===== config.mk =====
export PLATFORM = sky130hd
export DESIGN_NAME = sbo_device_flat
export DESIGN_NICKNAME = d
export VERILOG_FILES = /design/src/inc/sbo_pkg.sv /design/src/inc/sbo_link_if.sv /design/src/rtl/sbo_device.sv /design/src/flat_wrapper.sv
export VERILOG_INCLUDE_DIRS = /design/src /design/src/inc
export SDC_FILE = /design/constraint.sdc
export NUM_CORES = 1
export LEC_CHECK = 0
export ABC_CLOCK_PERIOD_IN_PS = 4400
export BUFFER_PORTS_ARGS = -buffer_cell sky130_fd_sc_hd__buf_2
export CAP_MARGIN = 10
export CORE_MARGIN = 2
export CORE_UTILIZATION = 57
export CTS_CLUSTER_DIAMETER = 150
export DETAILED_ROUTE_END_ITERATION = 8
export PLACE_DENSITY = 0.79
export SYNTH_ARGS = -nofsm -noshare
export SYNTH_HDL_FRONTEND = slang
export SYNTH_SLANG_ARGS = --single-unit

===== constraint.sdc =====
create_clock -name ref_clk -period 4.4 [get_ports ref_clk]
set_clock_uncertainty 0.15 [all_clocks]
set_input_delay 0.22 -clock ref_clk [delete_from_list [all_inputs] [get_ports ref_clk]]
set_output_delay 0.22 -clock ref_clk [all_outputs]
set_load 0.02 [all_outputs]

===== src/inc/sbo_params.svh =====
`ifndef SBO_PARAMS_SVH
`define SBO_PARAMS_SVH
// Function
// - Host puts password immediate, length zero
// - Host gives response buffer of twelve bytes
// - Host sets login notify bit to one
// - Host sets login request format zero
// - Host sets exclusive login bit one
// - Host zeroes reserved and function code
// - Reconnect time is two to field seconds
// - Host sets login unit number to one
// - Status goes to login status address
// - Response: byte count, login id, zero
// - Response carries agent base; host reuses id (host here only keeps it on login_id, in no later ORB)
// - Host sends text command with CR LF NUL
// - Notify bit one; device writes status block
// - Host zeroes send reserved and direction bits
// - Host sets send speed field to two
// - Host sets maximum payload field to nine
// - Device accepts page table flag either way
// - Page size zero unless page table set
// - Data size is buffer size, at least 80
// - Transfer length at least eighty
// - Unit one, reserved zero, event flag zero
// - Control byte is 128

// ------------------------------------------------------------
// Field positions in the flags word (word 4) of an ORB
// ------------------------------------------------------------
`define SBO_N_BIT 31
`define SBO_X_BIT 28
`define SBO_P_BIT 19
// Login, send and response field values
`define SBO_RESP_LEN 16'h000C
`define SBO_PASS_VALUE 64'h5254_4300_0000_0000
`define SBO_LOGIN_LUN 16'h0001
`define SBO_SPD_VALUE 3'h2
`define SBO_PAYLOAD_VALUE 4'h9
`define SBO_MIN_LEN 24'h000050
`define SBO_CONTROL_VALUE 8'h80
`define SBO_CDB_OPCODE 8'h0A
`define SBO_CDB_LUN 3'h1
// Status codes in the status block
`define SBO_ST_OK 8'h00
`define SBO_ST_BAD 8'h01
// Reconnect second tick at 20 MHz
`define SBO_SEC_NS 1000000000
`define SBO_CLK_NS 50
`define SBO_SEC_CYCLES (`SBO_SEC_NS / `SBO_CLK_NS)
`endif


===== src/inc/sbo_pkg.sv =====
package sbo_pkg;
  // ORB kinds passed over the link
  typedef enum logic [1:0] {
    SBO_LOGIN = 2'h0,
    SBO_SEND = 2'h1,
    SBO_RECV = 2'h2
  } sbo_kind_type;
  // Words of an ORB, eight 32-bit words
  typedef logic [31:0] sbo_word_type;
endpackage : sbo_pkg


===== src/inc/sbo_link_if.sv =====
`timescale 1ns/10ps
interface sbo_link_if;
  // Host to device: one ORB word per valid cycle
  logic orb_valid;
  logic [2:0] orb_idx;
  sbo_pkg::sbo_kind_type orb_kind;
  logic [31:0] orb_word;
  logic orb_last;
  // Device to host: response or status words
  logic rsp_valid;
  logic [2:0] rsp_idx;
  logic [31:0] rsp_word;
  logic rsp_is_status;
  logic [63:0] rsp_addr;
  modport host (output orb_valid, orb_idx, orb_kind, orb_word, orb_last,
    input rsp_valid, rsp_idx, rsp_word, rsp_is_status, rsp_addr);
  modport device (input orb_valid, orb_idx, orb_kind, orb_word, orb_last,
    output rsp_valid, rsp_idx, rsp_word, rsp_is_status, rsp_addr);
endinterface : sbo_link_if


===== src/rtl/sbo_device.sv =====
// Design decisions made here: the address map.
`timescale 1ns/10ps
`include "sbo_params.svh"
module sbo_device #(
  // Arbitrary agent base address
  parameter logic [63:0] AGENT_BASE = 64'h0000_FFFF_F001_0000,
  parameter int SEC_CYCLES = `SBO_SEC_CYCLES
) (
  // Clock and reset
  input wire logic ref_clk,
  input wire logic rst_n,
  // User side
  output logic logged_in,
  output logic orb_seen,
  output logic orb_ok,
  output logic [31:0] reconnect_secs,
  output logic [63:0] data_addr,
  output logic [15:0] data_size,
  // Link
  sbo_link_if.device link
);
  // ------------------------------------------------------------
  // ORB capture
  // ------------------------------------------------------------
  logic [31:0] w_reg [0:7];
  logic [31:0] w_next [0:7];
  logic [63:0] fifo_reg, fifo_next;
  logic [63:0] rbuf_reg, rbuf_next;
  logic [15:0] id_reg, id_next;
  logic login_reg, login_next;
  logic ok;
  logic [31:0] secs;
  // Reply sequencer
  typedef enum logic [2:0] {
    SBO_IDLE = 3'b001, SBO_RESP = 3'b010, SBO_STAT = 3'b100
  } sbo_st_type;
  sbo_st_type st_reg, st_next;
  logic [2:0] ri_reg, ri_next;
  sbo_pkg::sbo_kind_type k_reg, k_next;
  logic [31:0] rw;

  // Word store, one entry per index
  genvar gi;
  generate
    for (gi = 0; gi < 8; gi++) begin : g_w
      always_comb begin
        w_next[gi] = w_reg[gi];
        if (link.orb_valid && link.orb_idx == gi) w_next[gi] = link.orb_word;
      end
      always_ff @(posedge ref_clk or negedge rst_n) begin
        if (!rst_n) w_reg[gi] <= 32'h0;
        else w_reg[gi] <= w_next[gi];
      end
    end
  endgenerate

  // ------------------------------------------------------------
  // Field checks and reconnect time
  // ------------------------------------------------------------
  // Field check of the finished ORB, page flag either way
  always_comb begin
    if (k_reg == sbo_pkg::SBO_LOGIN)
      ok = w_reg[4][`SBO_N_BIT] && w_reg[4][`SBO_X_BIT]
        && w_reg[4][27:24] == 4'h0 && w_reg[4][19:16] == 4'h0
        && w_reg[4][15:0] == `SBO_LOGIN_LUN && w_reg[5][15:0] >= 16'hC;
    else
      ok = w_reg[4][`SBO_N_BIT] && w_reg[4][15:0] >= 16'h0050
        // Whole 24-bit transfer length, upper byte included
        && {w_reg[5][15:0], w_reg[6][31:24]} >= `SBO_MIN_LEN
        && w_reg[6][23:16] == `SBO_CONTROL_VALUE
        && (w_reg[4][`SBO_P_BIT] || w_reg[4][18:16] == 3'h0);
  end

  // Reconnect time, two to the field in seconds
  assign secs = 32'h1 << w_reg[4][23:20];

  // ------------------------------------------------------------
  // Reply words and sequencer
  // ------------------------------------------------------------
  // Response and status word for the reply index
  always_comb begin
    rw = 32'h0;
    if (st_reg == SBO_RESP) begin
      unique case (ri_reg)
        3'h0: rw = {`SBO_RESP_LEN, id_reg};
        3'h1: rw = AGENT_BASE[63:32];
        3'h2: rw = AGENT_BASE[31:0];
        default: rw = {16'h0, 16'h0};
      endcase
    end else if (st_reg == SBO_STAT) begin
      rw = {24'h0, ok ? `SBO_ST_OK : `SBO_ST_BAD};
    end
  end

  // Sequencer next-state
  always_comb begin
    st_next = st_reg;
    ri_next = ri_reg;
    k_next = k_reg;
    fifo_next = fifo_reg;
    rbuf_next = rbuf_reg;
    id_next = id_reg;
    login_next = login_reg;
    if (link.orb_valid) k_next = link.orb_kind;
    unique case (st_reg)
      SBO_IDLE: begin
        // Whole ORB held once its last word arrives
        if (link.orb_valid && link.orb_last) begin
          ri_next = 3'h0;
          if (link.orb_kind == sbo_pkg::SBO_LOGIN) begin
            st_next = SBO_RESP;
            fifo_next = {w_reg[6], link.orb_word};
            rbuf_next = {w_reg[2], w_reg[3]};
            id_next = id_reg + 16'h1;
          end else begin
            st_next = SBO_STAT;
          end
        end
      end
      SBO_RESP: begin
        ri_next = ri_reg + 3'h1;
        if (ri_reg == 3'h3) begin
          st_next = SBO_STAT;
          ri_next = 3'h0;
        end
      end
      SBO_STAT: begin
        st_next = SBO_IDLE;
        if (k_reg == sbo_pkg::SBO_LOGIN) login_next = ok;
      end
    endcase
  end

  // ------------------------------------------------------------
  // Reply outputs, next values
  // ------------------------------------------------------------
  logic rsp_valid_next; // Word on the link next cycle
  logic [2:0] rsp_idx_next; // Index of that word
  logic [31:0] rsp_word_next; // Response or status word
  logic rsp_is_status_next; // Status block marker
  logic [63:0] rsp_addr_next; // Host address of the word
  logic orb_seen_next; // One-cycle status pulse
  logic orb_ok_next; // Pulse when fields were legal
  logic [31:0] secs_next; // Reconnect time to report
  logic [63:0] daddr_next; // Data buffer of last command
  logic [15:0] dsize_next; // Data size of last command

  // Outputs trail the sequencer by one cycle, all from flip-flops
  always_comb begin
    rsp_valid_next = st_reg != SBO_IDLE;
    rsp_idx_next = ri_reg;
    rsp_word_next = rw;
    rsp_is_status_next = st_reg == SBO_STAT;
    // Status always lands at the login status address
    rsp_addr_next = (st_reg == SBO_STAT) ? fifo_reg : rbuf_reg;
    orb_seen_next = st_reg == SBO_STAT;
    orb_ok_next = st_reg == SBO_STAT && ok;
    // Held values keep the last finished command
    secs_next = reconnect_secs;
    daddr_next = data_addr;
    dsize_next = data_size;
    // Reconnect time taken only from a finished login
    if (st_reg == SBO_STAT && k_reg == sbo_pkg::SBO_LOGIN) begin
      secs_next = secs;
    end
    // Buffer of a send or receive command
    if (st_reg == SBO_STAT && k_reg != sbo_pkg::SBO_LOGIN) begin
      daddr_next = {w_reg[2], w_reg[3]};
      dsize_next = w_reg[4][15:0];
    end
  end

  // Sequencer registers and registered outputs
  always_ff @(posedge ref_clk or negedge rst_n) begin
    if (!rst_n) begin
      st_reg <= SBO_IDLE;
      ri_reg <= 3'h0;
      k_reg <= sbo_pkg::SBO_LOGIN;
      fifo_reg <= 64'h0;
      rbuf_reg <= 64'h0;
      id_reg <= 16'h0;
      login_reg <= 1'b0;
      link.rsp_valid <= 1'b0;
      link.rsp_idx <= 3'h0;
      link.rsp_word <= 32'h0;
      link.rsp_is_status <= 1'b0;
      link.rsp_addr <= 64'h0;
      orb_seen <= 1'b0;
      orb_ok <= 1'b0;
      reconnect_secs <= 32'h1;
      data_addr <= 64'h0;
      data_size <= 16'h0;
    end else begin
      st_reg <= st_next;
      ri_reg <= ri_next;
      k_reg <= k_next;
      fifo_reg <= fifo_next;
      rbuf_reg <= rbuf_next;
      id_reg <= id_next;
      login_reg <= login_next;
      // Reply outputs, computed the cycle before
      link.rsp_valid <= rsp_valid_next;
      link.rsp_idx <= rsp_idx_next;
      link.rsp_word <= rsp_word_next;
      link.rsp_is_status <= rsp_is_status_next;
      link.rsp_addr <= rsp_addr_next;
      orb_seen <= orb_seen_next;
      orb_ok <= orb_ok_next;
      reconnect_secs <= secs_next;
      data_addr <= daddr_next;
      data_size <= dsize_next;
    end
  end

  assign logged_in = login_reg;
endmodule : sbo_device


===== src/flat_wrapper.sv =====
// flat-port wrapper written by rule: the top's interface ports become plain ports
module sbo_device_flat 
#(
                                 
  parameter logic [63:0] AGENT_BASE = 64'h0000_FFFF_F001_0000,
  parameter int SEC_CYCLES = `SBO_SEC_CYCLES
)
  (ref_clk, rst_n, logged_in, orb_seen, orb_ok, reconnect_secs, data_addr, data_size, link_orb_valid, link_orb_idx, link_orb_kind, link_orb_word, link_orb_last, link_rsp_valid, link_rsp_idx, link_rsp_word, link_rsp_is_status, link_rsp_addr);
  sbo_link_if link_i ();
  input wire logic ref_clk;
  input wire logic rst_n;
  output logic logged_in;
  output logic orb_seen;
  output logic orb_ok;
  output logic [31:0] reconnect_secs;
  output logic [63:0] data_addr;
  output logic [15:0] data_size;
  input wire logic [$bits(link_i.orb_valid)-1:0] link_orb_valid;
  input wire logic [$bits(link_i.orb_idx)-1:0] link_orb_idx;
  input wire logic [$bits(link_i.orb_kind)-1:0] link_orb_kind;
  input wire logic [$bits(link_i.orb_word)-1:0] link_orb_word;
  input wire logic [$bits(link_i.orb_last)-1:0] link_orb_last;
  output wire logic [$bits(link_i.rsp_valid)-1:0] link_rsp_valid;
  output wire logic [$bits(link_i.rsp_idx)-1:0] link_rsp_idx;
  output wire logic [$bits(link_i.rsp_word)-1:0] link_rsp_word;
  output wire logic [$bits(link_i.rsp_is_status)-1:0] link_rsp_is_status;
  output wire logic [$bits(link_i.rsp_addr)-1:0] link_rsp_addr;
  assign link_i.orb_valid = link_orb_valid;
  assign link_i.orb_idx = link_orb_idx;
  assign link_i.orb_kind = link_orb_kind;
  assign link_i.orb_word = link_orb_word;
  assign link_i.orb_last = link_orb_last;
  assign link_rsp_valid = link_i.rsp_valid;
  assign link_rsp_idx = link_i.rsp_idx;
  assign link_rsp_word = link_i.rsp_word;
  assign link_rsp_is_status = link_i.rsp_is_status;
  assign link_rsp_addr = link_i.rsp_addr;
  sbo_device #(.AGENT_BASE(AGENT_BASE), .SEC_CYCLES(SEC_CYCLES)) u_core (.ref_clk(ref_clk), .rst_n(rst_n), .logged_in(logged_in), .orb_seen(orb_seen), .orb_ok(orb_ok), .reconnect_secs(reconnect_secs), .data_addr(data_addr), .data_size(data_size), .link(link_i));
endmodule

Word-level counts from Yosys, hierarchy flattened
Index checks and enable logic that the tools add are counted.

Mux-type cells: 13. Equal/unequal tests: 16. Magnitude comparators: 3. Add/subtract/negate cells: 2. Reductions and logical operators: 31. Shift-type cells: 1.

Operators with widths (number): case mux 32 bit (3 select lines) (1); two-way mux 64 bit (1); two-way mux 32 bit (1); left shift 1 x 4 -> 32 bit (first input constant) (1); greater-or-equal comparator 24 x 7 -> 1 bit (second input constant) (1); logical AND 1 bit (18); adder 16 x 1 -> 16 bit (second input constant) (1); == test 16 x 1 -> 1 bit (second input constant) (1); greater-or-equal comparator 16 x 4 -> 1 bit (second input constant) (1); greater-or-equal comparator 16 x 7 -> 1 bit (second input constant) (1); == test 3 x 2 -> 1 bit (second input constant) (5); two-way mux 3 bit (5); == test 3 bit (second input constant) (4); case mux 3 bit (3 select lines) (1); == test 8 bit (second input constant) (1); logical NOT 4 bit (2); two-way mux 8 bit (1); == test 3 x 1 -> 1 bit (second input constant) (2); logical NOT 3 bit (2); case mux 3 bit (2 select lines) (1); AND reduction 2 bit (3); logical NOT 2 bit (2); nonzero test 2 bit (2); adder 3 x 1 -> 3 bit (second input constant) (1); 6 further kinds (7).

Register bits after elaboration: 511. Output and inout port bits: 216.

Longest topological paths before layout
Gate-level depths: netlist (run 1).

Depth after elaboration: 9. Depth in mapped cells: 7. Gate-level depth less buffers: 6.

Least setup slack after synthesis (run 1)
Ideal clock, no wire load.

Path type: register to register. From: reg u_core.st_reg[0]. To: reg u_core.id_reg[3]. Stages on the path, launching flop included: 7. Setup time: 0.123 ns. Clock period less this slack: 1.842 ns. Slack: 2.558 ns. Arrival time: 1.568 ns. Path buffers: 1. Cell sequence: dfstp_2 > nor3b_4 > nand3_1 > nor3_2 > buf_2 > nand4_1 > xnor2_1.

Cells in the longest elaborated chain, start to end: 2.

Ends and longest elaborated chain: start: declaration (RTL line sbo_device.sv:37) `sbo_st_type st_reg, st_next;`; start signal: assignment (RTL line sbo_device.sv:194) `st_reg <= st_next;`; == test 3 x 1 -> 1 bit (RTL line sbo_device.sv:105) `unique case (st_reg)`; AND reduction 3 bit (no line); end signal: assignment (RTL line sbo_device.sv:199) `id_reg <= id_next;`; end: declaration (RTL line sbo_device.sv:29) `logic [15:0] id_reg, id_next;`.

No other way between the ends. A chain may end at the register's enable or synchronous reset.

Final worst setup path (run 1)
From: reg u_core.st_reg[1]. To: reg u_core.reconnect_secs[4].

Cells in the longest elaborated chain, start to end: 2.

Ends and longest elaborated chain: == test 3 bit (RTL line sbo_device.sv:163) `if (st_reg == SBO_STAT && k_reg == sbo_pkg::SBO_LOGIN) begin`; logical AND 1 bit (RTL line sbo_device.sv:163); end signal: assignment (RTL line sbo_device.sv:209) `reconnect_secs <= secs_next;`; end: declaration (RTL line sbo_device.sv:16) `output logic [31:0] reconnect_secs,`.

No other way between the ends.

==> metrics.txt, run 1 <==
placer congestion estimate about 0.79; Filler Cell Count 2228; placed instance area 19800 µm²; Die Y roughly 180 µm; dpl cells 2128; reg2reg path depth 5; VDD IR max 462 µV; Routed Antenna Nets 0; Power Density 684 nW/µm²; CP Capture Type flip-flop; CTS Buffer Depth 3; Worst Tran Pin Value around 1.0 ns; pin count of the biggest net entering global routing 110; first-pass GRT wire length 65500 µm; GRT Max-Usage Layer met2; CP Launch Type flip-flop; initial DRC count around 910; # DRC 0; Ports 257; core area 31600 µm²; TritonCTS Sinks 479; RSZ-0062 raised after global routing false; Detailed Routing Iterations Pass 1 5; r2r endpoint u_core.reconnect_secs[4]$_DFFE_PN0P_; Num CTS Buffers 47; Ys Warns 0; Final Max Tran Viols 0; # port buffers 231; total power approximately 15 mW; critical path class flip-flop to flip-flop; TritonCTS clock tree done; Layout area overhead 19.4%; final-report hold violation count 0; LEAKAGE 11.4 nW; Post-Syn Area per Cell 11.8 µm²; R2R Path Start u_core.st_reg[1]$_DFFE_PN0P_; WL/cell 17.8 µm; Non-Filler Instances 2257; period utilization 63.0%; fin nets 1860; Final HPWL DP between 20000 and 25000 µm; fmax 361 MHz; die width 183 µm; CP Max Fanout 68; Hold Path Cell Cnt 3; GR Util met3 5.06%; DRT Wirelength 40200 µm; htree depth 2; Synth Cell Area 18300 µm²; register area share after synthesis 65.4%; register area 12000 µm²; Yosys cell types 42; Mapped Cells 1556; TNS Setup 0 ns; vias in the first global route 12254; Overflow after GRT 0; Final setup viols 0; Max transition margin a little under a third; Hold Startpoint link_orb_idx[2]; Worst Hold Endpoint u_core.w_reg[166]$_DFFE_PN0P_; design area 21900 µm²; number of flip-flops in the largest register about 140; Synth Register Bits ~480; Critical Path RT 4.67 ns; Multi-input gate area 5930 µm²; initial antenna violation count 3; layout cells sized above 1 30.8%; mean number of vias per cell about 5.4; post-route setup slack 1.63 ns; Hold WC Path Type input pin to flip-flop; die area between 30000 and 40000 µm²; Clk Latency, worst-skew pair 0.55 ns; status finished, final reports clean; GR Layer Usage met1 33.5%; via count roughly 12000; row cnt 65; # Post-CTS Setup Buffers 0; max_cap viols 0; Initial Util 58.0%; Place WS around 1.7 ns; flop2flop setup slack 1.63 ns; clk slew on worst S/H paths 0.06 ns; routing usage on met2 40.7%; Global Route Usage Sum 24.6%; crit path time final 2.77 ns; Critical Path AT 3.04 ns; Root Buffer clkbuf_16
==> cell type report <==
| type | instances | share of cell area [%] |
|---|---|---|
| multi-input cells | 991 | 27.1 |
| inverters | 6 | 0.103 |
| clock buffers | 56 | 5.85 |
| diodes | 3 | 0.0343 |
| flip-flops and latches | 479 | 54.7 |
| well taps | 402 | 2.30 |
| clock inverters | 31 | 1.98 |
| repair buffers | 289 | 7.93 |
==> worst max path at each step <==
stage	startpoint	slack, ns	cells past startpoint	end
after floorplan	u_core.st_reg[0]$_DFFE_PN1P_	2.56	6	u_core.id_reg[3]$_DFFE_PN0P_
after global routing	u_core.st_reg[1]$_DFFE_PN0P_	1.40	5	u_core.reconnect_secs[4]$_DFFE_PN0P_
after detailed placement	u_core.st_reg[1]$_DFFE_PN0P_	1.70	5	u_core.reconnect_secs[4]$_DFFE_PN0P_
final	u_core.st_reg[1]$_DFFE_PN0P_	1.63	5	u_core.reconnect_secs[4]$_DFFE_PN0P_
after global placement	u_core.st_reg[1]$_DFFE_PN0P_	1.77	5	u_core.data_addr[41]$_DFFE_PN0P_
after CTS	u_core.st_reg[1]$_DFFE_PN0P_	1.68	5	u_core.reconnect_secs[4]$_DFFE_PN0P_
==> synthesized netlist by cell type <==
cell type / instances / area share [%]
buf_4: 31 / 1.3
nand3_1: 9 / 0.25
nand4_2: 1 / 0.068
o21ai_0: 6 / 0.16
a21oi_1: 2 / 0.055
nor3_2: 2 / 0.11
dfrtp_1: 477 / 65
o41ai_2: 1 / 0.089
nor4_1: 6 / 0.20
nor4_2: 1 / 0.068
buf_1: 5 / 0.10
inv_1: 6 / 0.12
ha_1: 5 / 0.34
conb_1: 1 / 0.020
mux2_2: 223 / 14
a31oi_1: 1 / 0.034
a2111o_1: 1 / 0.061
nor3b_1: 1 / 0.041
o2bb2ai_1: 1 / 0.048
nand2b_1: 4 / 0.14
o41ai_1: 7 / 0.33
mux2_1: 1 / 0.061
dfstp_2: 2 / 0.29
nand2_1: 614 / 13
nor3b_4: 1 / 0.10
nor3_1: 4 / 0.11
and2_1: 1 / 0.034
and4b_2: 1 / 0.061
nor2b_1: 1 / 0.034
a21o_1: 15 / 0.61
nand4b_1: 4 / 0.19
o31ai_1: 9 / 0.37
nand4_1: 5 / 0.17
nor4bb_1: 3 / 0.16
xnor2_1: 14 / 0.67
clkbuf_1: 37 / 0.76
or4_1: 2 / 0.082
xor2_1: 1 / 0.048
nor2_1: 10 / 0.20
buf_2: 31 / 0.85
and3_1: 8 / 0.27
nor4b_1: 1 / 0.048
==> per-stage QoR <==
stage | util, % | hold WS (ns)
after floorplan | - | -0.226
after global placement | 62.6 | 0.172
after detailed placement | 62.6 | 0.178
after CTS | 69.2 | 0.0190
after global routing | 69.2 | 0.0569
final | 69.2 | 0.0380
==> what timing repair did <==
action                                 CTS  global route
hold buffers                            39             0
endpoints found under the hold margin  272             0
gates resized for setup                  0             0
==> report_power, final <==
group          internal [mW]  switching, mW
clock                   2.68           1.69
sequential              5.85          0.813
combinational           1.55           2.40
==> worst max-delay path, stage by stage, from the launching register on <==
cell and delay, ns:
dfrtp_1 0.42, nor2_1 0.20, nand2_4 0.50, inv_2 0.19, nand2_1 0.57, o41ai_1 0.59
==> routing by layer <==
layer | part of all wire (%) | routed length, µm
met5 | 0 | 0
met4 | 2.1 | 856
met3 | 6.2 | 2480
met2 | 50 | 20000
met1 | 42 | 16900
==> cell usage in the layout (no fill, tap or decap), types with 7 or more instances in the layout <==
master / count
dfrtp_1: 477
buf_2: 230
dlygate4sd3_1: 39
buf_4: 16
bufinv_16: 10
and3_1: 8
nor2_1: 9
clkbuf_16: 48
a21o_1: 15
nand2_1: 613
clkinv_2: 15
xnor2_1: 14
o41ai_1: 7
o31ai_1: 9
mux2_2: 223
conb_1: 25
nand3_1: 9
==> cell families after synthesis <==
kind of cell,Yosys count,synth area share (%)
compound gates,43,1.77
xor+xnor,15,0.717
fa+ha+maj,5,0.341
buf+inv,110,3.10
flops,479,65.4
mux,224,13.8
other cells,1,0.0205
simple gates,679,14.9
Note: power is estimated with default switching activity, not from simulation.
==> run 2: changes to the inputs <==
Settings changed: ABC_AREA set to 1, ABC_CLOCK_PERIOD_IN_PS 4400 to 2300, CORE_UTILIZATION 57 to 52, PLACE_DENSITY 0.79 to 0.76.
Clock period 4.4 ns to 2.3 ns, I/O delays scaled along.
==> run 2 against run 1 <==
Total power is 87% higher. Core utilization is 6.8 points lower. Worst setup slack worse by 1.3 ns. Largest cell class unchanged. Highest routed layer is now met5. Routed wire length is 6.6% higher. Worst hold slack better by 0.013 ns. Via count is 10% higher. Critical path type unchanged. Combinational power is 100% higher. Sequential power is 88% higher. Sequential cell count stayed put. Global-route usage is 0.81 points lower. Clock power is 76% higher. Synthesized cell count is 21% higher.
==> metrics.txt, run 2 <==
initial antenna violation count 3; register area share after synthesis roughly 65%; crit path time final 1.97 ns; number of flip-flops in the largest register 142; commonest cells after routing, fill and taps aside nand2_1, dfrtp_1, buf_2; CTS Buffer Depth 3; Ports 257; count leader, synth nand2_1; ys flop type dfrtp_1; clock network power share between 20% and 30%; via count between 10000 and 15000; Synth Cell Area 18500 µm²; Switching Share a little over a third; htree depth 2; max_cap viols 0; Die Y 192 µm; Hold WC Path Type input pin to flip-flop; Post-synth EDFFs 0; Final setup viols 0; Critical Path RT about 2.6 ns; Global Route Usage Sum 23.8%; Power Density approximately 1300 nW/µm²; Final Max Tran Viols 0; critical path class flip-flop to flip-flop; die width a little under 200 µm; Clk Latency, worst-skew pair 0.55 ns; RSZ-0062 raised after global routing false; Overflow after GRT 0; Final HPWL DP about 28000 µm; fin nets 2181; # DRC 0; clk slew on worst S/H paths 0.06 ns; placer congestion estimate 0.886; Layout area overhead 19.1%; Root Buffer clkbuf_16; TNS Setup 0 ns; commonest cells in the netlist nand2_1, dfrtp_1, o21ai_0, inv_1, o21ai_1; CP Max Fanout 20; design area 22000 µm²; Multi-input gate area ~5300 µm²; # port buffers 231; Critical Path AT between 2 and 2.5 ns; share of the synthesized area in the top cell type 64.7%; net switching power 9.88 mW; synth top area cells dfrtp_1, nand2_1, o21ai_0; Post-Syn Area per Cell 9.81 µm²; DRT Wirelength 42900 µm; Reg power frac between 40% and 50%; mean number of vias per cell 5.06; vias in the first global route 12769; Detailed Routing Iterations Pass 1 5; Synth Register Bits between 400 and 500; Max transition margin 60.5%; Yosys cell types 29; CP Capture Type flip-flop; Post-CTS Resized 0; most common cell after layout, fill and taps aside nand2_1; die area 37000 µm²; Ys Warns 0; Gate power share 28.2%; WL/cell 16.3 µm; VDD IR max 787 µV; Worst Tran Pin Value 0.591 ns; Routed Antenna Nets 0; layout cells sized above 1 18.1%; register area roughly 12000 µm²; cell taking the most area after synthesis dfrtp_1; core area 35200 µm²; placed instance area about 20000 µm²; Num CTS Buffers 48; period utilization 85.8%; Filler Cell Count 2883; TritonCTS clock tree done; pin count of the biggest net entering global routing 88; final-report hold violation count 0; initial DRC count 958; Initial Util 52.4%; first-pass GRT wire length 68700 µm; LEAKAGE 11.7 nW; fmax 507 MHz; status finished, final reports clean; final core occ 62.4%; total power between 20 and 30 mW; Internal around 18 mW; Mapped Cells roughly 1900; row cnt 69; CP Launch Type flip-flop; TritonCTS Sinks 479; hold slack 0.0505 ns; Diodes inserted 0; ys async rst share 100%
run 2: area by class of cell:
class,count,area share [%]
Tap cell,461,2.62
Sequential cell,479,54.6
Timing Repair Buffer,303,9.16
Clock inverter,15,0.615
Multi-Input combinational cell,1156,24.1
Clock buffer,72,6.47
Inverter,147,2.51
run 2: metrics by stage:
stage / std cells / setup WS (ns)
after floorplan: 1905 / 0.638
after global placement: 2506 / 0.382
after detailed placement: 2506 / 0.332
after CTS: 2633 / 0.320
after global routing: 2633 / 0.131
final: 2633 / 0.327
run 2: final timing paths:
| check | startpoint | endpoint | slack, ns | cells past startpoint |
|---|---|---|---|---|
| worst max-delay path | u_core.st_reg[0]$_DFFE_PN1P_ | u_core.id_reg[15]$_DFFE_PN0P_ | 0.33 | 9 |
| worst min-delay path | link_orb_idx[1] | u_core.w_reg[131]$_DFFE_PN0P_ | 0.05 | 5 |
| worst max register to register | u_core.st_reg[0]$_DFFE_PN1P_ | u_core.id_reg[15]$_DFFE_PN0P_ | 0.33 | 9 |
| worst min register to register | u_core.ri_reg[2]$_DFFE_PN0P_ | u_core.link.rsp_idx[2]$_DFF_PN0_ | 0.30 | 0 |
| max in group asynchronous | rst_n | u_core.reconnect_secs[0]$_DFFE_PN1P_ | 1.42 | 3 |
| min in group asynchronous | rst_n | u_core.id_reg[15]$_DFFE_PN0P_ | 0.08 | 3 |
run 2: what timing repair did:
action | in CTS | in global routing
hold buffers | 40 | 0
setup buffers | 0 | 0
hold endpoints to repair | 663 | 0
endpoints found under the setup margin | 0 | 0
run 2: worst max-delay path: stages, from the launching register on:
cell and delay (ns):
dfstp_2 0.56, inv_2 0.07, nor3_4 0.27, nand2_8 0.21, nor2_4 0.18, nand2_1 0.12
nor2_2 0.15, nand2_1 0.07, nand2_1 0.06, nand2_1 0.04
run 2: power by group through the flow:
stage | Clock (mW) | Combinational (mW) | Sequential (mW)
floorplan | 0 | 3.58 | 13.9
global placement | 0 | 7.72 | 12.5
detailed placement | 0 | 7.89 | 12.6
CTS | 7.80 | 8.01 | 12.5
global route | 8.17 | 8.81 | 12.8
finish | 7.66 | 7.90 | 12.5
run 2: cells by family (layout without fill, tap and decap cells):
| logic type | after synthesis | count (layout) | share of synthesized area [%] |
|---|---|---|---|
| AOI/OAI and AO/OA | 343 | 343 | 10.0 |
| xor gates and xnor gates | 14 | 14 | 0.664 |
| adders and majority gates | 5 | 5 | 0.339 |
| buffers and inverters | 270 | 537 | 7.10 |
| DFF | 479 | 479 | 65.0 |
| muxes | 13 | 13 | 0.793 |
| other | 1 | 25 | 0.0203 |
| and+or+nand+nor | 756 | 756 | 16.1 |
run 2: layer usage:
layer / routed length, µm / track usage [%]
met3: 3080 / 5.44
met1: 19800 / 35.1
met2: 19300 / 36.0
met4: 743 / 5.99
met5: 23 / 0
==> run 3: changes to the inputs <==
Settings changed: ABC_CLOCK_PERIOD_IN_PS 2300 to 1800, GPL_TIMING_DRIVEN set to 0.
Clock period 2.3 ns to 1.8 ns, I/O delays scaled along.
==> run 3 against run 2 <==
The run now ends with setup timing left. Cell area up 6.2%. Core utilization up 3.8 points. Clock-buffer cell count down 4. Die area unchanged. Critical path depth down 3. Clock power up 38%. Worst hold slack worse by 0.028 ns. Non-clock buffer count up 118. Critical path type unchanged. Largest cell class unchanged.
==> metrics.txt, run 3 (synthesized netlist as in run 2, its figures left out) <==
pin count of the biggest net entering global routing 128; max_cap viols 0; VDD IR max ~1100 µV; Largest stage delay, worst path 0.58 ns; Critical Path RT about 2.1 ns; first-pass GRT wire length between 70000 and 80000 µm; WL/cell 18.0 µm; final core occ 66.2%; # port buffers 231; Die Y ~190 µm; CTS Buffer Depth 3; RSZ-0062 raised after global routing true; Ports 257; htree depth 2; Switching Share 35.4%; TritonCTS Sinks 479; CP Capture Type flip-flop; placer congestion estimate approximately 0.9; violated checks setup timing; Layout area overhead 26.4%; DRT Wirelength 49500 µm; LEAKAGE 12.4 nW; Place WS -0.292 ns; Gate power share 30.0%; die area 37000 µm²; Clk Latency, worst-skew pair 0.56 ns; Slowest cell on crit path dfstp_2; post-route setup slack -0.126 ns; Final HPWL DP 33300 µm; Num CTS Buffers 48; initial antenna violation count 1; critical path class flip-flop to flip-flop; vias in the first global route 13647; mean number of vias per cell 5.25; initial DRC count 1074; clk slew on worst S/H paths 0.06 ns; Root Buffer clkbuf_16; Power Density 1630 nW/µm²; Worst Tran Pin Value 0.657 ns; Initial Util 52.4%; status complete, but fails checks; Non-Filler Instances 2750; Hold WC Path Type input pin to asynchronous set/reset pin; layout cells sized above 1 approximately a quarter; row cnt between 60 and 70; Detailed Routing Iterations Pass 1 5; fmax 519 MHz; CP cell instances inv_4, nor3_4, nand2_4, clkbuf_16, clkbuf_2, o21ai_1; Overflow after GRT 0; crit path time final 1.93 ns; commonest cells after routing, fill and taps aside nand2_1, dfrtp_1, buf_2; Internal 24.6 mW; most common cell after layout, fill and taps aside nand2_1; Global Route Usage Sum between 20% and 30%; Max transition margin 56.2%; clock network power share roughly 28%; final-report hold violation count 0; dpl cells 2601; via count 14447; net switching power between 10 and 15 mW; Filler Cell Count 2711; Final Max Tran Viols 0; core area 35200 µm²; Routed Antenna Nets 0; CP Max Fanout 10; Reg power frac 42.1%; Final setup viols 131; number of flip-flops in the largest register 142; period utilization 107%; CP Launch Type flip-flop; # DRC 0; fin nets 2299; die width around 190 µm; hold slack roughly 0.023 ns; Worst path top cell family by delay flip-flops; Buf/Inv on CP 3; Critical Path AT between 2 and 2.5 ns; TritonCTS clock tree done
run 3: changes by cell type in the layout (fill, tap and decap cells not counted), moves of 7 or more:
cell | previous run | this run
buf_6 | 0 | 15
clkbuf_2 | 0 | 14
clkbuf_1 | 12 | 39
o21ai_2 | 36 | 52
nand2_2 | 3 | 39
buf_4 | 17 | 53
nand2_4 | 1 | 12
nand2_1 | 651 | 605
o21ai_1 | 96 | 115
o21ai_0 | 205 | 170
buf_2 | 230 | 237
run 3: worst register-to-register path: stages, from the launching register on:
cell	delay, ns
dfstp_2	0.58
inv_4	0.06
nor3_4	0.18
nand2_4	0.15
clkbuf_16	0.21
clkbuf_2	0.28
o21ai_1	0.24
run 3: path summary, 6_finish.rpt:
path                       depth (start not counted)  slack (ns)                         start                               end
setup / recovery                                   6       -0.13  u_core.st_reg[0]$_DFFE_PN1P_   u_core.fifo_reg[29]$_DFFE_PN0P_
hold / removal                                     4        0.02                         rst_n      u_core.w_reg[46]$_DFFE_PN0P_
setup reg to reg                                   6       -0.13  u_core.st_reg[0]$_DFFE_PN1P_   u_core.fifo_reg[29]$_DFFE_PN0P_
hold reg to reg                                    0        0.28  u_core.ri_reg[2]$_DFFE_PN0P_  u_core.link.rsp_idx[2]$_DFF_PN0_
max in group asynchronous                          5        0.30                         rst_n  u_core.data_addr[24]$_DFFE_PN0P_
min in group ref_clk                               5        0.03               link_orb_idx[2]     u_core.w_reg[128]$_DFFE_PN0P_
run 3: metal layers:
| metal | global-route usage (%) | wire length [µm] |
|---|---|---|
| met1 | 36.7 | 20500 |
| met2 | 41.1 | 23100 |
| met3 | 5.55 | 4100 |
| met4 | 9.19 | 1830 |
| met5 | 0 | 0 |
run 3: timing repair:
item	CTS	global route
endpoints found under the hold margin	439	0
buffers inserted	3	9
hold buffers	45	0
resized for setup	36	174
endpoints found under the setup margin	286	302
pin swaps	3	6
gates cloned	0	6
run 3: power groups by stage:
| stage | Clock, mW | Combinational (mW) | Sequential (mW) |
|---|---|---|---|
| finish | 10.6 | 11.4 | 16.0 |
| global route | 11.2 | 12.5 | 16.4 |
| CTS | 10.7 | 10.9 | 15.9 |
| detailed placement | 0 | 10.5 | 16.0 |
| global placement | 0 | 10.2 | 15.9 |
| floorplan | 0 | 4.58 | 17.8 |
run 3: layout make-up:
class                   instances  area (µm²)  share of cell area [%]
flip-flops and latches        479       12000                    51.4
multi-input cells            1156        5550                    23.8
well taps                     461         577                    2.47
plain buffers                 123         968                    4.15
diodes                          2        5.00                  0.0215
clock inverters                16         287                    1.23
inverters                     147         554                    2.38
repair buffers                298        2000                    8.59
clock buffers                  68        1400                    5.99
run 3: per-stage QoR:
| step | setup TNS [ns] | power (mW) | instance area (µm²) |
|---|---|---|---|
| detailed placement | -39.31 | 26.5 | 20400 |
| CTS | -8.86 | 37.5 | 22700 |
| global route | -11.96 | 40.1 | 23300 |
| finish | -5.61 | 38.1 | 23300 |
| global placement | -4193.82 | 26.1 | 20300 |
| floorplan | 0 | 22.3 | 18500 |
